$ cat config.mk
export PLATFORM = sky130hd
export DESIGN_NAME = msirq_top
export DESIGN_NICKNAME = d
export VERILOG_FILES = /design/src/msirq_pkg.sv /design/src/msirq_top.sv /design/src/msirq_merge.sv /design/src/msirq_addr_cmp.sv
export SDC_FILE = /design/constraint.sdc
export NUM_CORES = 1
export LEC_CHECK = 0
export BUFFER_PORTS_ARGS = -buffer_cell sky130_fd_sc_hd__clkbuf_2
export CAP_MARGIN = 0
export CORE_UTILIZATION = 57
export DETAILED_ROUTE_END_ITERATION = 10
export PLACE_DENSITY = 0.89
export SKIP_LAST_GASP = 1
export SYNTH_ARGS = -nofsm -noshare
export SYNTH_HDL_FRONTEND = slang
export SYNTH_HIERARCHICAL = 1
export SYNTH_SLANG_ARGS = --single-unit
$ cat constraint.sdc
create_clock -name i_clk -period 5.9 [get_ports i_clk]
set_input_delay 1.18 -clock i_clk [delete_from_list [all_inputs] [get_ports i_clk]]
set_output_delay 1.18 -clock i_clk [all_outputs]
set_load 0.05 [all_outputs]
$ cat src/msirq_pkg.sv
// Package: constants and types of the multi-source interrupt request logic.
// Assumes a 32-bit Avalon-MM slave port with byte addresses, word aligned.
package msirq_pkg;
  localparam int MSIRQ_NGRP = 4;
  localparam int MSIRQ_SRCW = 8;
  localparam int MSIRQ_LVLW = 3;
  localparam int MSIRQ_PCW = 20;
  localparam int MSIRQ_NBRK = 2;
  localparam int MSIRQ_AW = 8;
  // Register byte offsets
  localparam logic [7:0] MSIRQ_OFF_VEC = 8'h00;
  localparam logic [7:0] MSIRQ_OFF_BRK_EN = 8'h04;
  localparam logic [7:0] MSIRQ_OFF_CMP0 = 8'h08;
  localparam logic [7:0] MSIRQ_OFF_CMP1 = 8'h0C;
  localparam logic [7:0] MSIRQ_OFF_GRP_BASE = 8'h10;
  localparam logic [7:0] MSIRQ_GRP_STRIDE = 8'h10;
  localparam logic [7:0] MSIRQ_GRP_STAT = 8'h00;
  localparam logic [7:0] MSIRQ_GRP_EN = 8'h04;
  localparam logic [7:0] MSIRQ_GRP_CTL = 8'h08;
  // Field positions
  localparam int MSIRQ_CTL_LVL_LSB = 0;
  localparam int MSIRQ_CTL_PEND_BIT = 3;
  localparam int MSIRQ_VEC_VALID_BIT = 0;
  localparam int MSIRQ_VEC_NUM_LSB = 1;
  localparam int MSIRQ_VEC_LVL_LSB = 4;
  // Reset values
  localparam logic [7:0] MSIRQ_RST_STAT = 8'h00;
  localparam logic [7:0] MSIRQ_RST_EN = 8'h00;
  localparam logic [2:0] MSIRQ_RST_LVL = 3'h0;
  localparam logic [19:0] MSIRQ_RST_CMP = 20'h00000;
  localparam logic [1:0] MSIRQ_RST_BRK_EN = 2'h0;
  localparam logic [31:0] MSIRQ_RD_UNMAPPED = 32'h00000000;
  typedef enum logic [1:0] {
    MSIRQ_BUS_IDLE = 2'b01,
    MSIRQ_BUS_ACK = 2'b10
  } msirq_bus_t;
endpackage

$ cat src/msirq_top.sv
// Interrupt request logic: four multi-source groups, priority pick, vector
// read with acknowledge side effect, and two address-match break comparators.
// Assumes CPU-side inputs and peripheral events are on i_clk; only reset is
// asynchronous.
`timescale 1ns/1ps
module msirq_top
  import msirq_pkg::*;
(
  input wire logic i_clk,
  input wire logic i_rst_b,
  input wire logic [MSIRQ_AW-1:0] i_avs_address,
  input wire logic i_avs_read,
  input wire logic i_avs_write,
  input wire logic [31:0] i_avs_writedata,
  output logic [31:0] o_avs_readdata,
  output logic o_avs_waitrequest,
  input wire logic [MSIRQ_SRCW-1:0] i_timer_ch0_evt,
  input wire logic [MSIRQ_SRCW-1:0] i_timer_ch1_evt,
  input wire logic [MSIRQ_SRCW-1:0] i_sync_serial_evt,
  input wire logic [MSIRQ_SRCW-1:0] i_twowire_evt,
  input wire logic i_cpu_int_enable_flag,
  input wire logic [MSIRQ_LVLW-1:0] i_processor_priority_level,
  input wire logic i_fetch_valid,
  input wire logic [MSIRQ_PCW-1:0] i_fetch_addr,
  output logic o_int_req,
  output logic [1:0] o_int_num,
  output logic [MSIRQ_LVLW-1:0] o_int_lvl,
  output logic o_ack_pulse,
  output logic [1:0] o_ack_num,
  output logic [MSIRQ_NBRK-1:0] o_addr_break
);
  logic rst_meta_b;
  logic rst_sync_b;
  msirq_bus_t bus_r;
  logic [31:0] rdata_r;
  logic req;
  logic take;
  logic [MSIRQ_SRCW-1:0] evt [MSIRQ_NGRP];
  logic [MSIRQ_SRCW-1:0] stat [MSIRQ_NGRP];
  logic [MSIRQ_SRCW-1:0] en [MSIRQ_NGRP];
  logic [MSIRQ_NGRP-1:0] pend;
  logic [MSIRQ_NGRP-1:0] stat_we;
  logic [MSIRQ_NGRP-1:0] en_we;
  logic [MSIRQ_NGRP-1:0] ctl_we;
  logic [MSIRQ_LVLW-1:0] lvl_r [MSIRQ_NGRP];
  logic [MSIRQ_NBRK-1:0] brk_en_r;
  logic [MSIRQ_PCW-1:0] cmp_r [MSIRQ_NBRK];
  logic [MSIRQ_NBRK-1:0] cmp_we;
  logic sel_vld;
  logic [1:0] sel_num;
  logic [MSIRQ_LVLW-1:0] sel_lvl;
  logic int_req_r;
  logic [1:0] int_num_r;
  logic [MSIRQ_LVLW-1:0] int_lvl_r;
  logic ack_pulse_r;
  logic [1:0] ack_num_r;
  logic vec_rd;
  logic [31:0] rd_mux;

  // Reset released through two flops; asserted at once
  always_ff @(posedge i_clk or negedge i_rst_b) begin
    if (!i_rst_b) begin
      rst_meta_b <= 1'b0;
      rst_sync_b <= 1'b0;
    end else begin
      rst_meta_b <= 1'b1;
      rst_sync_b <= rst_meta_b;
    end
  end

  // Bus slave: one wait cycle, effect taken on the edge waitrequest is low
  // Fixed wait keeps read data registered; costs one cycle per access
  assign req = i_avs_read || i_avs_write;
  assign o_avs_waitrequest = req && (bus_r != MSIRQ_BUS_ACK);
  assign take = req && (bus_r == MSIRQ_BUS_ACK);

  always_ff @(posedge i_clk or negedge rst_sync_b) begin
    if (!rst_sync_b) begin
      bus_r <= MSIRQ_BUS_IDLE;
    end else begin
      case (bus_r)
        MSIRQ_BUS_IDLE: begin
          if (req) begin
            bus_r <= MSIRQ_BUS_ACK;
          end
        end
        MSIRQ_BUS_ACK: begin
          bus_r <= MSIRQ_BUS_IDLE;
        end
        default: begin
          bus_r <= MSIRQ_BUS_IDLE;
        end
      endcase
    end
  end

  assign evt[0] = i_timer_ch0_evt;
  assign evt[1] = i_timer_ch1_evt;
  assign evt[2] = i_sync_serial_evt;
  assign evt[3] = i_twowire_evt;

  // Each group has its own status, enable and control registers
  for (genvar g = 0; g < MSIRQ_NGRP; g++) begin : g_grp
    localparam logic [7:0] BASE = MSIRQ_OFF_GRP_BASE + 8'(g) * MSIRQ_GRP_STRIDE;
    assign stat_we[g] = take && i_avs_write && (i_avs_address == BASE + MSIRQ_GRP_STAT);
    assign en_we[g] = take && i_avs_write && (i_avs_address == BASE + MSIRQ_GRP_EN);
    assign ctl_we[g] = take && i_avs_write && (i_avs_address == BASE + MSIRQ_GRP_CTL);

    msirq_merge u_merge (
      .i_clk(i_clk),
      .i_rst_b(rst_sync_b),
      .i_evt(evt[g]),
      .i_stat_we(stat_we[g]),
      .i_en_we(en_we[g]),
      .i_wdata(i_avs_writedata[MSIRQ_SRCW-1:0]),
      .o_stat(stat[g]),
      .o_en(en[g]),
      .o_pend(pend[g])
    );

    // Pending bit in the control write is dropped: it follows status and enable only
    always_ff @(posedge i_clk or negedge rst_sync_b) begin
      if (!rst_sync_b) begin
        lvl_r[g] <= MSIRQ_RST_LVL;
      end else if (ctl_we[g]) begin
        lvl_r[g] <= i_avs_writedata[MSIRQ_CTL_LVL_LSB +: MSIRQ_LVLW];
      end
    end
  end

  // Highest level above the processor level; lower index wins a tie
  always_comb begin
    sel_vld = 1'b0;
    sel_num = 2'h0;
    sel_lvl = 3'h0;
    for (int g = 0; g < MSIRQ_NGRP; g++) begin
      if (i_cpu_int_enable_flag && pend[g] && (lvl_r[g] > i_processor_priority_level)
          && (!sel_vld || (lvl_r[g] > sel_lvl))) begin
        sel_vld = 1'b1;
        sel_num = 2'(g);
        sel_lvl = lvl_r[g];
      end
    end
  end

  always_ff @(posedge i_clk or negedge rst_sync_b) begin
    if (!rst_sync_b) begin
      int_req_r <= 1'b0;
      int_num_r <= 2'h0;
      int_lvl_r <= 3'h0;
    end else begin
      int_req_r <= sel_vld;
      int_num_r <= sel_num;
      int_lvl_r <= sel_lvl;
    end
  end

  // Vector read: acknowledge sequence and stray program reads look the same
  assign vec_rd = take && i_avs_read && (i_avs_address == MSIRQ_OFF_VEC);

  // Acknowledge only reports; multi-source pending stays with its status
  always_ff @(posedge i_clk or negedge rst_sync_b) begin
    if (!rst_sync_b) begin
      ack_pulse_r <= 1'b0;
      ack_num_r <= 2'h0;
    end else begin
      ack_pulse_r <= vec_rd && int_req_r;
      ack_num_r <= vec_rd ? int_num_r : ack_num_r;
    end
  end

  // Break enables and compare addresses
  assign cmp_we[0] = take && i_avs_write && (i_avs_address == MSIRQ_OFF_CMP0);
  assign cmp_we[1] = take && i_avs_write && (i_avs_address == MSIRQ_OFF_CMP1);

  always_ff @(posedge i_clk or negedge rst_sync_b) begin
    if (!rst_sync_b) begin
      brk_en_r <= MSIRQ_RST_BRK_EN;
    end else if (take && i_avs_write && (i_avs_address == MSIRQ_OFF_BRK_EN)) begin
      brk_en_r <= i_avs_writedata[MSIRQ_NBRK-1:0];
    end
  end

  for (genvar b = 0; b < MSIRQ_NBRK; b++) begin : g_brk
    always_ff @(posedge i_clk or negedge rst_sync_b) begin
      if (!rst_sync_b) begin
        cmp_r[b] <= MSIRQ_RST_CMP;
      end else if (cmp_we[b]) begin
        cmp_r[b] <= i_avs_writedata[MSIRQ_PCW-1:0];
      end
    end

    msirq_addr_cmp u_cmp (
      .i_clk(i_clk),
      .i_rst_b(rst_sync_b),
      .i_en(brk_en_r[b]),
      .i_cmp(cmp_r[b]),
      .i_fetch_valid(i_fetch_valid),
      .i_fetch_addr(i_fetch_addr),
      .o_hit(o_addr_break[b])
    );
  end

  // Read mux; unmapped addresses read zero
  always_comb begin
    rd_mux = MSIRQ_RD_UNMAPPED;
    if (i_avs_address == MSIRQ_OFF_VEC) begin
      rd_mux[MSIRQ_VEC_VALID_BIT] = int_req_r;
      rd_mux[MSIRQ_VEC_NUM_LSB +: 2] = int_num_r;
      rd_mux[MSIRQ_VEC_LVL_LSB +: MSIRQ_LVLW] = int_lvl_r;
    end else if (i_avs_address == MSIRQ_OFF_BRK_EN) begin
      rd_mux[MSIRQ_NBRK-1:0] = brk_en_r;
    end else if (i_avs_address == MSIRQ_OFF_CMP0) begin
      rd_mux[MSIRQ_PCW-1:0] = cmp_r[0];
    end else if (i_avs_address == MSIRQ_OFF_CMP1) begin
      rd_mux[MSIRQ_PCW-1:0] = cmp_r[1];
    end
    for (int g = 0; g < MSIRQ_NGRP; g++) begin
      if (i_avs_address == MSIRQ_OFF_GRP_BASE + 8'(g) * MSIRQ_GRP_STRIDE + MSIRQ_GRP_STAT) begin
        rd_mux[MSIRQ_SRCW-1:0] = stat[g];
      end
      if (i_avs_address == MSIRQ_OFF_GRP_BASE + 8'(g) * MSIRQ_GRP_STRIDE + MSIRQ_GRP_EN) begin
        rd_mux[MSIRQ_SRCW-1:0] = en[g];
      end
      if (i_avs_address == MSIRQ_OFF_GRP_BASE + 8'(g) * MSIRQ_GRP_STRIDE + MSIRQ_GRP_CTL) begin
        rd_mux[MSIRQ_CTL_LVL_LSB +: MSIRQ_LVLW] = lvl_r[g];
        rd_mux[MSIRQ_CTL_PEND_BIT] = pend[g];
      end
    end
  end

  // Loaded in the wait cycle so data stand on the completing edge
  always_ff @(posedge i_clk or negedge rst_sync_b) begin
    if (!rst_sync_b) begin
      rdata_r <= MSIRQ_RD_UNMAPPED;
    end else if (i_avs_read && (bus_r == MSIRQ_BUS_IDLE)) begin
      rdata_r <= rd_mux;
    end
  end

  assign o_avs_readdata = rdata_r;
  assign o_int_req = int_req_r;
  assign o_int_num = int_num_r;
  assign o_int_lvl = int_lvl_r;
  assign o_ack_pulse = ack_pulse_r;
  assign o_ack_num = ack_num_r;

  a_bus_one_wait: assert property (@(posedge i_clk) disable iff (!rst_sync_b)
    (req && o_avs_waitrequest) |=> !o_avs_waitrequest)
    else $error("bus request waited more than one cycle");
  a_mask_gates_req: assert property (@(posedge i_clk) disable iff (!rst_sync_b)
    !i_cpu_int_enable_flag |=> !o_int_req)
    else $error("request raised with mask flag clear");
  a_level_above_ipl: assert property (@(posedge i_clk) disable iff (!rst_sync_b)
    o_int_req |-> (o_int_lvl > $past(i_processor_priority_level)))
    else $error("request level not above processor level");
  a_tie_lower_wins: assert property (@(posedge i_clk) disable iff (!rst_sync_b)
    (i_cpu_int_enable_flag && pend[0] && pend[1] && (lvl_r[0] == lvl_r[1])
     && (lvl_r[0] > i_processor_priority_level)) |=> (o_int_num != 2'h1))
    else $error("tie not resolved to the lower-ranked group");
  a_ack_keeps_pend: assert property (@(posedge i_clk) disable iff (!rst_sync_b)
    (vec_rd && pend[0] && ((stat[0] & en[0]) != '0) && (i_timer_ch0_evt == '0)
     && !stat_we[0] && !en_we[0]) |=> ##1 pend[0])
    else $error("acknowledge cleared a multi-source pending bit");
  a_ctl_write_no_clear: assert property (@(posedge i_clk) disable iff (!rst_sync_b)
    (ctl_we[1] && pend[1] && ((stat[1] & en[1]) != '0)) |=> pend[1])
    else $error("control write cleared pending bit");
  a_ack_reports: assert property (@(posedge i_clk) disable iff (!rst_sync_b)
    (vec_rd && int_req_r) |=> (o_ack_pulse && (o_ack_num == $past(int_num_r))))
    else $error("vector read did not report the acknowledged group");

  // Writes land only on the completing edge, never in the wait cycle
  a_write_on_take: assert property (@(posedge i_clk) disable iff (!rst_sync_b)
    ((stat_we != '0) || (en_we != '0) || (ctl_we != '0) || (cmp_we != '0))
     |-> (i_avs_write && !o_avs_waitrequest))
    else $error("register written outside a completed bus write");
  a_ctl_level_write: assert property (@(posedge i_clk) disable iff (!rst_sync_b)
    ctl_we[0] |=> (lvl_r[0] == $past(i_avs_writedata[MSIRQ_CTL_LVL_LSB +: MSIRQ_LVLW])))
    else $error("control write did not load the level");
  a_cmp_write: assert property (@(posedge i_clk) disable iff (!rst_sync_b)
    cmp_we[1] |=> (cmp_r[1] == $past(i_avs_writedata[MSIRQ_PCW-1:0])))
    else $error("compare write did not load the address");
  a_brk_en_write: assert property (@(posedge i_clk) disable iff (!rst_sync_b)
    (take && i_avs_write && (i_avs_address == MSIRQ_OFF_BRK_EN))
     |=> (brk_en_r == $past(i_avs_writedata[MSIRQ_NBRK-1:0])))
    else $error("break enable write did not land");

  // Pending readback comes from the merged request, captured in the wait cycle
  a_pend_readback: assert property (@(posedge i_clk) disable iff (!rst_sync_b)
    (i_avs_read && (bus_r == MSIRQ_BUS_IDLE)
     && (i_avs_address == MSIRQ_OFF_GRP_BASE + MSIRQ_GRP_CTL))
     |=> (o_avs_readdata[MSIRQ_CTL_PEND_BIT] == $past(pend[0])))
    else $error("control read does not show the pending bit");

  // Request and acknowledge side
  a_req_has_pend: assert property (@(posedge i_clk) disable iff (!rst_sync_b)
    o_int_req |-> ($past(pend) != '0))
    else $error("request raised with no pending group");
  a_ack_one_cycle: assert property (@(posedge i_clk) disable iff (!rst_sync_b)
    o_ack_pulse |=> !o_ack_pulse)
    else $error("acknowledge pulse longer than one cycle");
  a_idle_read_no_ack: assert property (@(posedge i_clk) disable iff (!rst_sync_b)
    (vec_rd && !int_req_r) |=> !o_ack_pulse)
    else $error("acknowledge reported with no request");
  a_ack_num_hold: assert property (@(posedge i_clk) disable iff (!rst_sync_b)
    !vec_rd |=> $stable(o_ack_num))
    else $error("acknowledged group changed without a vector read");

  // Breaks bypass the mask flag and processor level
  a_break_no_mask: assert property (@(posedge i_clk) disable iff (!rst_sync_b)
    (brk_en_r[0] && i_fetch_valid && (i_fetch_addr == cmp_r[0]) && !i_cpu_int_enable_flag)
     |=> o_addr_break[0])
    else $error("mask flag blocked an address break");
  a_break1_enable: assert property (@(posedge i_clk) disable iff (!rst_sync_b)
    !brk_en_r[1] |=> !o_addr_break[1])
    else $error("break source 1 fired while disabled");

  c_vec_read: cover property (@(posedge i_clk) disable iff (!rst_sync_b)
    vec_rd && int_req_r);
  c_break_hit: cover property (@(posedge i_clk) disable iff (!rst_sync_b)
    o_addr_break != '0);
  c_two_pending: cover property (@(posedge i_clk) disable iff (!rst_sync_b)
    $countones(pend) > 1);
  c_masked_pend: cover property (@(posedge i_clk) disable iff (!rst_sync_b)
    !i_cpu_int_enable_flag && (pend != '0));
  c_level_tie: cover property (@(posedge i_clk) disable iff (!rst_sync_b)
    pend[1] && pend[2] && (lvl_r[1] == lvl_r[2]));
endmodule

$ cat src/msirq_merge.sv
// One multi-source group: status and enable bits and the merged pending bit.
// Assumes single-cycle event pulses and write strobes from the same clock.
`timescale 1ns/1ps
module msirq_merge
  import msirq_pkg::*;
(
  input wire logic i_clk,
  input wire logic i_rst_b,
  input wire logic [MSIRQ_SRCW-1:0] i_evt,
  input wire logic i_stat_we,
  input wire logic i_en_we,
  input wire logic [MSIRQ_SRCW-1:0] i_wdata,
  output logic [MSIRQ_SRCW-1:0] o_stat,
  output logic [MSIRQ_SRCW-1:0] o_en,
  output logic o_pend
);
  logic [MSIRQ_SRCW-1:0] stat_r;
  logic [MSIRQ_SRCW-1:0] stat_nxt;
  logic [MSIRQ_SRCW-1:0] en_r;
  logic pend_r;

  // Writing 0 clears a bit; a new event in the same cycle wins
  always_comb begin
    stat_nxt = i_stat_we ? (stat_r & i_wdata) : stat_r;
    stat_nxt = stat_nxt | i_evt;
  end

  always_ff @(posedge i_clk or negedge i_rst_b) begin
    if (!i_rst_b) begin
      stat_r <= MSIRQ_RST_STAT;
    end else begin
      stat_r <= stat_nxt;
    end
  end

  always_ff @(posedge i_clk or negedge i_rst_b) begin
    if (!i_rst_b) begin
      en_r <= MSIRQ_RST_EN;
    end else if (i_en_we) begin
      en_r <= i_wdata;
    end
  end

  // Not latched: recomputed every cycle, so no write or acknowledge holds it
  always_ff @(posedge i_clk or negedge i_rst_b) begin
    if (!i_rst_b) begin
      pend_r <= 1'b0;
    end else begin
      pend_r <= |(stat_r & en_r);
    end
  end

  assign o_stat = stat_r;
  assign o_en = en_r;
  assign o_pend = pend_r;

  a_pend_follows: assert property (@(posedge i_clk) disable iff (!i_rst_b)
    ##1 (o_pend == $past(|(stat_r & en_r))))
    else $error("pending bit does not follow status and enable");
  a_pend_drops: assert property (@(posedge i_clk) disable iff (!i_rst_b)
    ((stat_r & en_r) == '0) |=> !o_pend)
    else $error("pending bit held without an enabled status bit");
  a_evt_wins: assert property (@(posedge i_clk) disable iff (!i_rst_b)
    (i_stat_we && (i_evt != '0)) |=> ((stat_r & $past(i_evt)) == $past(i_evt)))
    else $error("status event lost against a clearing write");
endmodule

$ cat src/msirq_addr_cmp.sv
// One address-match break comparator with its own enable.
// Assumes the fetch address is valid for one cycle as an instruction starts.
`timescale 1ns/1ps
module msirq_addr_cmp
  import msirq_pkg::*;
(
  input wire logic i_clk,
  input wire logic i_rst_b,
  input wire logic i_en,
  input wire logic [MSIRQ_PCW-1:0] i_cmp,
  input wire logic i_fetch_valid,
  input wire logic [MSIRQ_PCW-1:0] i_fetch_addr,
  output logic o_hit
);
  logic hit_r;

  // No mask flag or priority here: only the enable bit gates it
  always_ff @(posedge i_clk or negedge i_rst_b) begin
    if (!i_rst_b) begin
      hit_r <= 1'b0;
    end else begin
      hit_r <= i_en && i_fetch_valid && (i_fetch_addr == i_cmp);
    end
  end

  assign o_hit = hit_r;

  a_hit_cause: assert property (@(posedge i_clk) disable iff (!i_rst_b)
    o_hit |-> $past(i_fetch_valid && (i_fetch_addr == i_cmp)))
    else $error("break hit without a matching fetch");
  a_hit_enable: assert property (@(posedge i_clk) disable iff (!i_rst_b)
    (i_en && i_fetch_valid && (i_fetch_addr == i_cmp)) |=> o_hit)
    else $error("enabled match did not raise a break");
endmodule

==> results_dict.tcl, run 1 <==
set metrics [dict create \
    cp.arrival_ns 5.97 \
    synth_edf_count 0 \
    fin_crit_ns 5.62 \
    fin_crit_sh 0.952 \
    clk_latency_ns 0.44 \
    setup-violations-final 0 \
    postSynthCellCount 814 \
    fp.dieArea_um2 15900 \
    slew_headroom 0.281 \
    tightestPinTransition_ns 1.08 \
    grt_start_max_net_pins 86 \
    synth_top_family_by_area "compound AO/OA/AOI/OAI gates" \
    vdd_drop_max_mv 0.236 \
    routed_wl_um 24800 \
    crit_fanout 4 \
    drt_first_pass_iters 7 \
    ys_ff_latch 157 \
    routed-via-count 7314 \
    cpPeakStageDelay_ns 0.33 \
    final_max_slew_viol_count 0 \
    ys_types 71 \
    place_area_um2 9460 \
    ant_nets 0 \
    syn2layout_area_growth_pct 14.6 \
    die_h_um 126 \
    drc 0 \
    grt_overflow_total 0 \
    cts_made_buffers 17 \
    startpoint_type "input pin" \
    crit_family "compound AO/OA/AOI/OAI gates" \
    final_area_um2 10100 \
    ys_seq_area_frac 0.447 \
    grt_antenna_before_repair 0 \
    cp_num_buf_inv 2 \
    portBuffers 120 \
    die_w_um 126 \
    clockRootBuffer "clkbuf_16" \
    avgSynthCellArea_um2 10.8 \
    postCtsHoldBufs 0 \
    cp-end-kind "flop" \
    netlist_area_um2 8800 \
    ctsLongestPathBuffers 2 \
    wl_per_cell_um 22.1 \
    hp-class "flop to flop" \
    p_leak_nw 4.49 \
    critical_path_class "input pin to flop" \
    finalClockSkew_ns 0.0105 \
    synth_area_leader_cell "dfrtp_1" \
    clk_pin_slew_ns 0.06 \
    max_freq_mhz 178 \
    muxShareOfSynthArea 0.145 \
    grt_pass1_wl_um 38800 \
    core_um2 15100 \
    synth_flop_cell "dfrtp_1" \
    yosysWarnings 6 \
    grt_pass1_vias 7051 \
    yosys.area.top_type_share 0.444 \
    grt_use_total 0.323 \
    cts_max_level 4 \
    io_pins 145 \
    drive_gt1_frac 0.283 \
    synthArstFlopShare 1.00 \
    status "finished, final reports clean" \
    power-per-cell-area_nw_per_um2 268 \
    yosys.area_share.simple 0.136 \
    place_congestion 0.967 \
    required_ns 6.25 \
    drt_iter0_markers 936 \
    hold_violations 0 \
    vias_per_cell 6.50 \
    clkSinkCount 157 \
    hpwl_um 17600 \
    diodes 0 \
    start_util 0.581 \
    synthXorXnorAreaFrac 0.0398 \
    max_cap_viol_count 0 \
    cts_tree "yes" \
    total_power_mw 2.70 \
    synth-compound-area-share 0.161 \
    synth_adder_area_share 0.0299 \
    nNetsFinal 1047 \
    rows 45 \
    synth.top_cells.by_area "dfrtp_1, mux2_2, mux2_4, a21o_1, ha_1" \
    slowest_stage "ha_1" \
]
-- metrics by stage --
step	setup TNS, ns	setup WS (ns)	hold WS (ns)	cells	utilization
after floorplan	0	0.248	0.331	825	-
after global placement	0	0.0557	0.337	1093	0.625
after detailed placement	-1.04	-0.255	0.335	1093	0.625
after CTS	0	0.185	0.345	1125	0.664
after global routing	-0.00444	-0.00444	0.356	1126	0.666
final	0	0.284	0.343	1126	0.666
-- cell families after synthesis --
group,after synthesis
simple gates,221
compound gates,205
flops,157
mux,103
buf+inv,65
xor+xnor,40
fa+ha+maj,21
other cells,2
-- what timing repair did --
action,4_1_cts,5_1_grt
resized for setup,0,7
buffers inserted,0,1
setup endpoints to repair,0,5
hold endpoints to repair,0,0
-- path summary, 6_finish.rpt --
check / startpoint / cells after the start / slack, ns / to
worst min-delay path: rst_meta_b / 0 / 0.34 / rst_sync_b
worst max register to register: lvl_r[11] / 24 / 0.78 / o_int_lvl[1]
max in group asynchronous: rst_sync_b / 1 / 3.83 / cmp_r[21]
worst min register to register: rst_meta_b / 0 / 0.34 / rst_sync_b
worst max-delay path: i_processor_priority_level[2] / 26 / 0.28 / o_int_lvl[1]
min in group asynchronous: rst_sync_b / 0 / 0.45 / cmp_r[28]
-- flip-flops by register name, indices dropped and copies added, names as in the netlist --
| signal | count |
|---|---|
| rst_meta_b | 1 |
| o_int_lvl | 3 |
| o_int_req | 1 |
| lvl_r | 12 |
| g_grp.u_merge/o_stat | 32 |
| g_grp.u_merge/o_pend | 4 |
| o_int_num | 2 |
| g_grp.u_merge/o_en | 32 |
| o_ack_num | 2 |
| o_ack_pulse | 1 |
| bus_r | 2 |
| cmp_r | 40 |
| rst_sync_b | 1 |
| g_brk.u_cmp/o_hit | 2 |
| o_avs_readdata | 20 |
| brk_en_r | 2 |
-- cells in the final DEF, fill, tap and decap left out, drive strengths merged, types with 4 or more instances in the layout --
cell / Yosys / routed
dfrtp: 156 / 156
clkbuf: 14 / 142
mux2: 91 / 91
nand2: 50 / 50
nor2: 46 / 46
o21ai: 46 / 46
nand2b: 36 / 36
a21o: 35 / 35
a22oi: 31 / 31
xnor2: 24 / 24
a21oi: 23 / 23
ha: 21 / 21
inv: 16 / 17
xor2: 16 / 16
nand4: 14 / 14
conb: 2 / 13
nor2b: 11 / 11
nand3: 11 / 11
mux2i: 11 / 11
nor3: 11 / 11
nor4: 11 / 11
o22ai: 10 / 10
buf: 35 / 10
and2: 7 / 7
o32ai: 7 / 7
o211ai: 6 / 6
a221oi: 6 / 6
a31oi: 5 / 5
a211oi: 5 / 5
o21a: 4 / 4
and3: 4 / 4
or4: 4 / 4
o221ai: 4 / 4
clkinv: 0 / 4
-- where the power goes --
| group | total (mW) | internal, mW | leakage (nW) | switching [mW] |
|---|---|---|---|---|
| registers | 1.16 | 1.12 | 2.00 | 0.0441 |
| clock network | 1.12 | 0.687 | 0.290 | 0.436 |
| logic | 0.414 | 0.120 | 2.19 | 0.294 |
| total | 2.70 | 1.93 | 4.49 | 0.774 |
-- area by class of cell --
| type | instances | area (µm²) |
|---|---|---|
| repair buffers | 130 | 676 |
| flip-flops and latches | 157 | 3930 |
| inverters | 16 | 60.1 |
| clock inverters | 10 | 138 |
| clock buffers | 22 | 464 |
| well taps | 188 | 235 |
| fillers | 1127 | 5060 |
| multi-input cells | 603 | 4580 |
-- Yosys cell counts (5+ instances only) --
cell / n
mux2_4: 32
nand2b_1: 36
buf_4: 15
mux2_2: 54
o211ai_1: 6
nand3_1: 11
mux2_1: 5
a31oi_1: 5
buf_2: 12
dfrtp_1: 156
buf_6: 6
a22oi_1: 31
nor2_1: 45
nand4_1: 14
mux2i_1: 11
a21o_1: 35
nor3_1: 11
o32ai_1: 7
inv_1: 16
nand2_1: 50
a221oi_1: 6
nor4_1: 8
clkbuf_1: 14
o22ai_1: 10
ha_1: 21
a21oi_1: 23
and2_1: 7
nor2b_1: 11
o21ai_0: 44
xnor2_1: 24
xor2_1: 16
-- routing by layer --
metal	share of wire	vias to the layer above	GRT usage
li1	-	3193	-
met3	0.11	84	0.0828
met2	0.46	466	0.489
met4	0.038	0	0.145
met1	0.40	3571	0.438
met5	0	-	0
No activity file was read; power rests on OpenSTA's default activity.
==> run 2, diff against run 1 <==
Settings changed: CORE_UTILIZATION 57 to 59, CTS_BUF_LIST set to sky130_fd_sc_hd__clkbuf_8, GPL_ROUTABILITY_DRIVEN set to 0, PLACE_DENSITY 0.89 to 0.91, SYNTH_HIERARCHICAL 1 to unset.
==> results_dict.tcl, run 2 <==
set metrics [dict create \
    startpoint "i_processor_priority_level[2]" \
    nNetsFinal 1079 \
    fin_tns_setup_ns 0 \
    start_util 0.606 \
    power-per-cell-area_nw_per_um2 253 \
    yosys-top-cells-count "dfrtp_1, o21ai_0, mux2_2, nand2_1, nor2_1" \
    required_ns 6.28 \
    diodes 0 \
    place_inst 1122 \
    max_cap_viol_count 0 \
    reg2reg_depth 24 \
    yosys.area.top_type_share 0.443 \
    timing.rr.end "o_int_lvl[2]" \
    grt_antenna_before_repair 0 \
    hold_violations 0 \
    clkSinkCount 157 \
    routed_wl_um 24900 \
    ant_nets 0 \
    r2r-start "lvl_r[11]" \
    drive_gt1_frac 0.262 \
    core_um2 14500 \
    drt_iter0_markers 987 \
    place_area_um2 9430 \
    synthArstFlopShare 1.00 \
    rows 44 \
    critical_path_class "input pin to flop" \
    cts_tree "yes" \
    cts_made_buffers 17 \
    avgSynthCellArea_um2 10.2 \
    max_freq_mhz 180 \
    drt_first_pass_iters 6 \
    utilization 0.680 \
    yosysMostFrequentCell "dfrtp_1" \
    rsz0062_at_grt "no" \
    hpwl_um 18100 \
    die_w_um 124 \
    fin_crit_ns 5.55 \
    setup-violations-final 0 \
    vias_per_cell 6.66 \
    wl_per_cell_um 21.6 \
    grt_use_total 0.340 \
    syn2layout_area_growth_pct 12.3 \
    synth_area_leader_cell "dfrtp_1" \
    grt_start_max_net_pins 81 \
    drc 0 \
    ys_ff_latch 157 \
    layout_commonest_cell "dfrtp_1" \
    postCtsHoldBufs 0 \
    die_h_um 124 \
    ys_seq_area_frac 0.446 \
    total_power_mw 2.50 \
    startpoint_type "input pin" \
    fin_cells 1154 \
    cts_max_level 4 \
    synth_flop_cell "dfrtp_1" \
    synth_edf_count 0 \
    clockRootBuffer "clkbuf_8" \
    cp-end-kind "flop" \
    cp.arrival_ns 5.93 \
    p_leak_nw 4.51 \
    hp-class "flop to flop" \
    yosysWarnings 0 \
    tightestPinTransition_ns 1.06 \
    fin_crit_sh 0.940 \
    routed-via-count 7683 \
    slew_headroom 0.289 \
    postSynthCellCount 860 \
    synth.top_cells.by_area "dfrtp_1, mux2_2, o21ai_0, mux2_4, ha_1" \
    final_max_slew_viol_count 0 \
    regMostFlops "cmp_r" \
    ys_types 67 \
    status "finished, final reports clean" \
    portBuffers 120 \
    grt_overflow_total 0 \
    grt_pass1_vias 7368 \
    netlist_area_um2 8810 \
    worst-r2r-setup-slack_ns 0.79 \
    cp-endpoint "o_int_lvl[2]" \
    largest_reg_flops 40 \
    ctsLongestPathBuffers 2 \
    io_pins 145 \
    clk_pin_slew_ns 0.08 \
    vdd_drop_max_mv 0.163 \
    grt_pass1_wl_um 38600 \
    clk_latency_ns 0.48 \
    crit_fanout 4 \
    final_area_um2 9890 \
    fp.dieArea_um2 15400 \
    layout_common_cells "dfrtp_1, clkbuf_2, o21ai_0" \
    finalClockSkew_ns 0.0127 \
]
run 2: metal layers:
metal  GRT usage  vias up  routed length (µm)
met2       0.519      544               11300
li1            -     3327                   -
met3      0.0728      120                2450
met4       0.215        0                1390
met1       0.438     3692                9820
met5           0        -                   0
run 2: worst min-delay path by stage:
stage | startpoint | to | slack (ns) | depth (start not counted)
floorplan | rst_meta_b | rst_sync_b | 0.33 | 0
finish | rst_meta_b | rst_sync_b | 0.36 | 0
global route | rst_meta_b | rst_sync_b | 0.38 | 0
global placement | rst_meta_b | rst_sync_b | 0.34 | 0
CTS | rst_meta_b | rst_sync_b | 0.36 | 0
detailed placement | rst_meta_b | rst_sync_b | 0.35 | 0
run 2: logic make-up (layout without fill, tap and decap cells):
group | Yosys count | after routing | synth area share
AOI/OAI and AO/OA | 228 | 228 | 0.164
xor gates and xnor gates | 40 | 40 | 0.0398
adders and majority gates | 21 | 21 | 0.0298
buffers and inverters | 75 | 174 | 0.0432
DFF | 157 | 157 | 0.446
muxes | 94 | 94 | 0.129
other | 2 | 13 | 0.000853
and+or+nand+nor | 243 | 243 | 0.148
run 2: through the flow:
step / hold slack, ns / setup WS (ns)
6_report: 0.361 / 0.353
5_1_grt: 0.376 / 0.0731
4_1_cts: 0.365 / 0.318
3_5_place_dp: 0.346 / -0.182
3_3_place_gp: 0.335 / 0.136
2_1_floorplan: 0.331 / 0.248
run 2: critical path, stage by stage:
cell and delay (ns):
clkbuf_2 0.08, inv_1 0.09, ha_1 0.32, o211ai_1 0.08
a31oi_1 0.19, nand3_1 0.15, ha_1 0.32, nor2b_1 0.14
o21a_1 0.18, o21a_1 0.19, a21oi_1 0.23, a21oi_1 0.08
ha_1 0.31, nor2b_1 0.14, o21a_1 0.17, o21ai_0 0.25
o21ai_1 0.18, a221oi_2 0.34, a21o_1 0.13, ha_1 0.23
nor2b_1 0.14, o21a_1 0.16, o21ai_1 0.16, o31a_1 0.22
o32ai_1 0.09, o21ai_0 0.19
run 2: report_power, final:
group / internal, mW / total (mW) / switching, mW
Clock: 0.480 / 0.910 / 0.429
Sequential: 1.12 / 1.17 / 0.0465
Combinational: 0.125 / 0.422 / 0.297
run 2: layout make-up:
type                       count  area (µm²)
clock inverter                14         203
tap                          184         230
fill                        1052        4650
multi-input combinational    639        4560
inverter                      14        52.6
clock buffer                  18         248
timing repair buffer         128         661
sequential                   157        3930
run 2: what timing repair did:
action	4_1_cts	5_1_grt
buffers inserted	0	0
endpoints found under the setup margin	0	4
gates resized for setup	0	5
==> run 3, diff against run 2 <==
Settings changed: CORE_UTILIZATION 59 to 58, PLACE_DENSITY 0.91 to 0.9.
==> results_dict.tcl, run 3 (same netlist as run 2, synthesis figures left out) <==
set metrics [dict create \
    startpoint "i_processor_priority_level[2]" \
    critical_path_class "input pin to flop" \
    fin_crit_sh 0.944 \
    syn2layout_area_growth_pct 12.0 \
    slew_headroom 0.287 \
    grt_use_total 0.344 \
    fp.dieArea_um2 15700 \
    layout_commonest_cell "dfrtp_1" \
    pwr-share-comb 0.176 \
    grt_pass1_vias 7624 \
    fin_cells 1156 \
    grt_antenna_before_repair 0 \
    nFillCells 1094 \
    place_area_um2 9440 \
    power-per-cell-area_nw_per_um2 245 \
    fin_crit_ns 5.57 \
    nNetsFinal 1081 \
    clockRootBuffer "clkbuf_8" \
    cts_max_level 4 \
    core_um2 14700 \
    drc 14 \
    clk_latency_ns 0.48 \
    layout_common_cells "dfrtp_1, clkbuf_2, o21ai_0" \
    largest_reg_flops 40 \
    crit_fanout 4 \
    cp_num_buf_inv 2 \
    drive_gt1_frac 0.262 \
    wl_per_cell_um 22.2 \
    drt_first_pass_iters 10 \
    max_freq_mhz 179 \
    final_max_slew_viol_count 0 \
    vias_per_cell 6.72 \
    grt_pass1_wl_um 41000 \
    io_pins 145 \
    clkSinkCount 157 \
    cts_tree "yes" \
    place_inst 1124 \
    p_leak_nw 4.50 \
    utilization 0.671 \
    min_from "rst_meta_b" \
    power_frac_clock 0.342 \
    slowest_stage "a221oi_2" \
    drt_iter0_markers 1237 \
    p_int_mw 1.66 \
    required_ns 6.30 \
    cts_setup_buffers 0 \
    rsz0062_at_grt "no" \
    cts_made_buffers 17 \
    max_cap_viol_count 0 \
    die_w_um 125 \
    startpoint_type "input pin" \
    hold_violations 0 \
    seqCellArea_um2 3930 \
    setup-violations-final 0 \
    final_area_um2 9860 \
    rows 44 \
    clk_pin_slew_ns 0.08 \
    failed_checks "DRC" \
    ant_nets 0 \
    status "finished with violations" \
    switching_power_uw 764 \
    hpwl_um 18200 \
    fin_tns_setup_ns 0 \
    cpPeakStageDelay_ns 0.37 \
    hp-class "flop to flop" \
    grt_overflow_total 0 \
    diodes 0 \
    grt_start_max_net_pins 87 \
    cp.arrival_ns 5.97 \
    regMostFlops "cmp_r" \
    routed_wl_um 25700 \
    portBuffers 120 \
    routed-via-count 7767 \
    cp-end-kind "flop" \
    die_h_um 125 \
    p_seq_frac 0.482 \
    crit_family "compound AO/OA/AOI/OAI gates" \
    start_util 0.599 \
    r2r-start "lvl_r[10]" \
    sw_frac_of_total 0.316 \
    multi_input_area_um2 4560 \
    vdd_drop_max_mv 0.180 \
    tightestPinTransition_ns 1.07 \
    ctsLongestPathBuffers 2 \
    finalClockSkew_ns 0.0152 \
]
-- run 3: power groups by stage --
stage | Clock, mW | Sequential, mW | Combinational [mW]
floorplan | 0 | 1.25 | 0.219
global placement | 0 | 1.18 | 0.402
detailed placement | 0 | 1.19 | 0.413
CTS | 0.832 | 1.16 | 0.416
global route | 0.879 | 1.17 | 0.451
finish | 0.827 | 1.17 | 0.425
-- run 3: repair_timing --
action / in CTS / in global routing
gates resized for setup: 0 / 6
endpoints found under the setup margin: 0 / 5
hold buffers: 0 / 0
-- run 3: path summary, 6_finish.rpt --
path / slack, ns / depth (start not counted) / end
worst max register to register: 0.76 / 24 / o_int_lvl[2]
worst max-delay path: 0.33 / 26 / o_int_lvl[2]
worst min-delay path: 0.36 / 0 / rst_sync_b
max in group asynchronous: 3.83 / 1 / lvl_r[8]
worst min register to register: 0.36 / 0 / rst_sync_b
min in group asynchronous: 0.45 / 0 / g_grp[3].u_merge.o_en[6]
-- run 3: worst register-to-register path: stages, from the launching register on --
cell      delay (ns)
dfrtp_1         0.43
ha_1            0.32
inv_1           0.05
o21ai_1         0.25
nand3_1         0.18
ha_1            0.33
nor2b_1         0.14
o21a_1          0.18
o21a_1          0.21
a21oi_2         0.19
a21oi_1         0.08
ha_1            0.31
nor2b_1         0.15
o21a_1          0.17
o21ai_0         0.18
o21ai_1         0.18
a221oi_2        0.37
a21o_1          0.12
ha_1            0.22
nor2b_1         0.13
o21a_1          0.16
o21ai_0         0.23
o31a_1          0.24
o32ai_1         0.08
o21ai_0         0.17
-- run 3: metrics by stage --
stage               setup WS [ns]  hold WS, ns  power (mW)
floorplan                   0.248        0.331        1.47
global placement           0.0890        0.336        1.59
detailed placement         -0.201        0.343        1.60
CTS                         0.262        0.362        2.41
global route               0.0138        0.382        2.50
finish                      0.329        0.360        2.42
-- run 3: per-layer routing --
metal,part of all wire,vias to the layer above,GRT usage
met3,0.12,139,0.0950
met1,0.38,3695,0.444
met4,0.056,0,0.184
met5,0,-,0.00310
li1,-,3340,-
met2,0.45,593,0.529
-- run 3: layout make-up --
cell class,count,area share
Clock inverter,12,0.0136
Multi-Input combinational cell,639,0.462
Sequential cell,157,0.399
Inverter,14,0.00533
Tap cell,184,0.0233
Clock buffer,20,0.0279
Timing Repair Buffer,130,0.0685
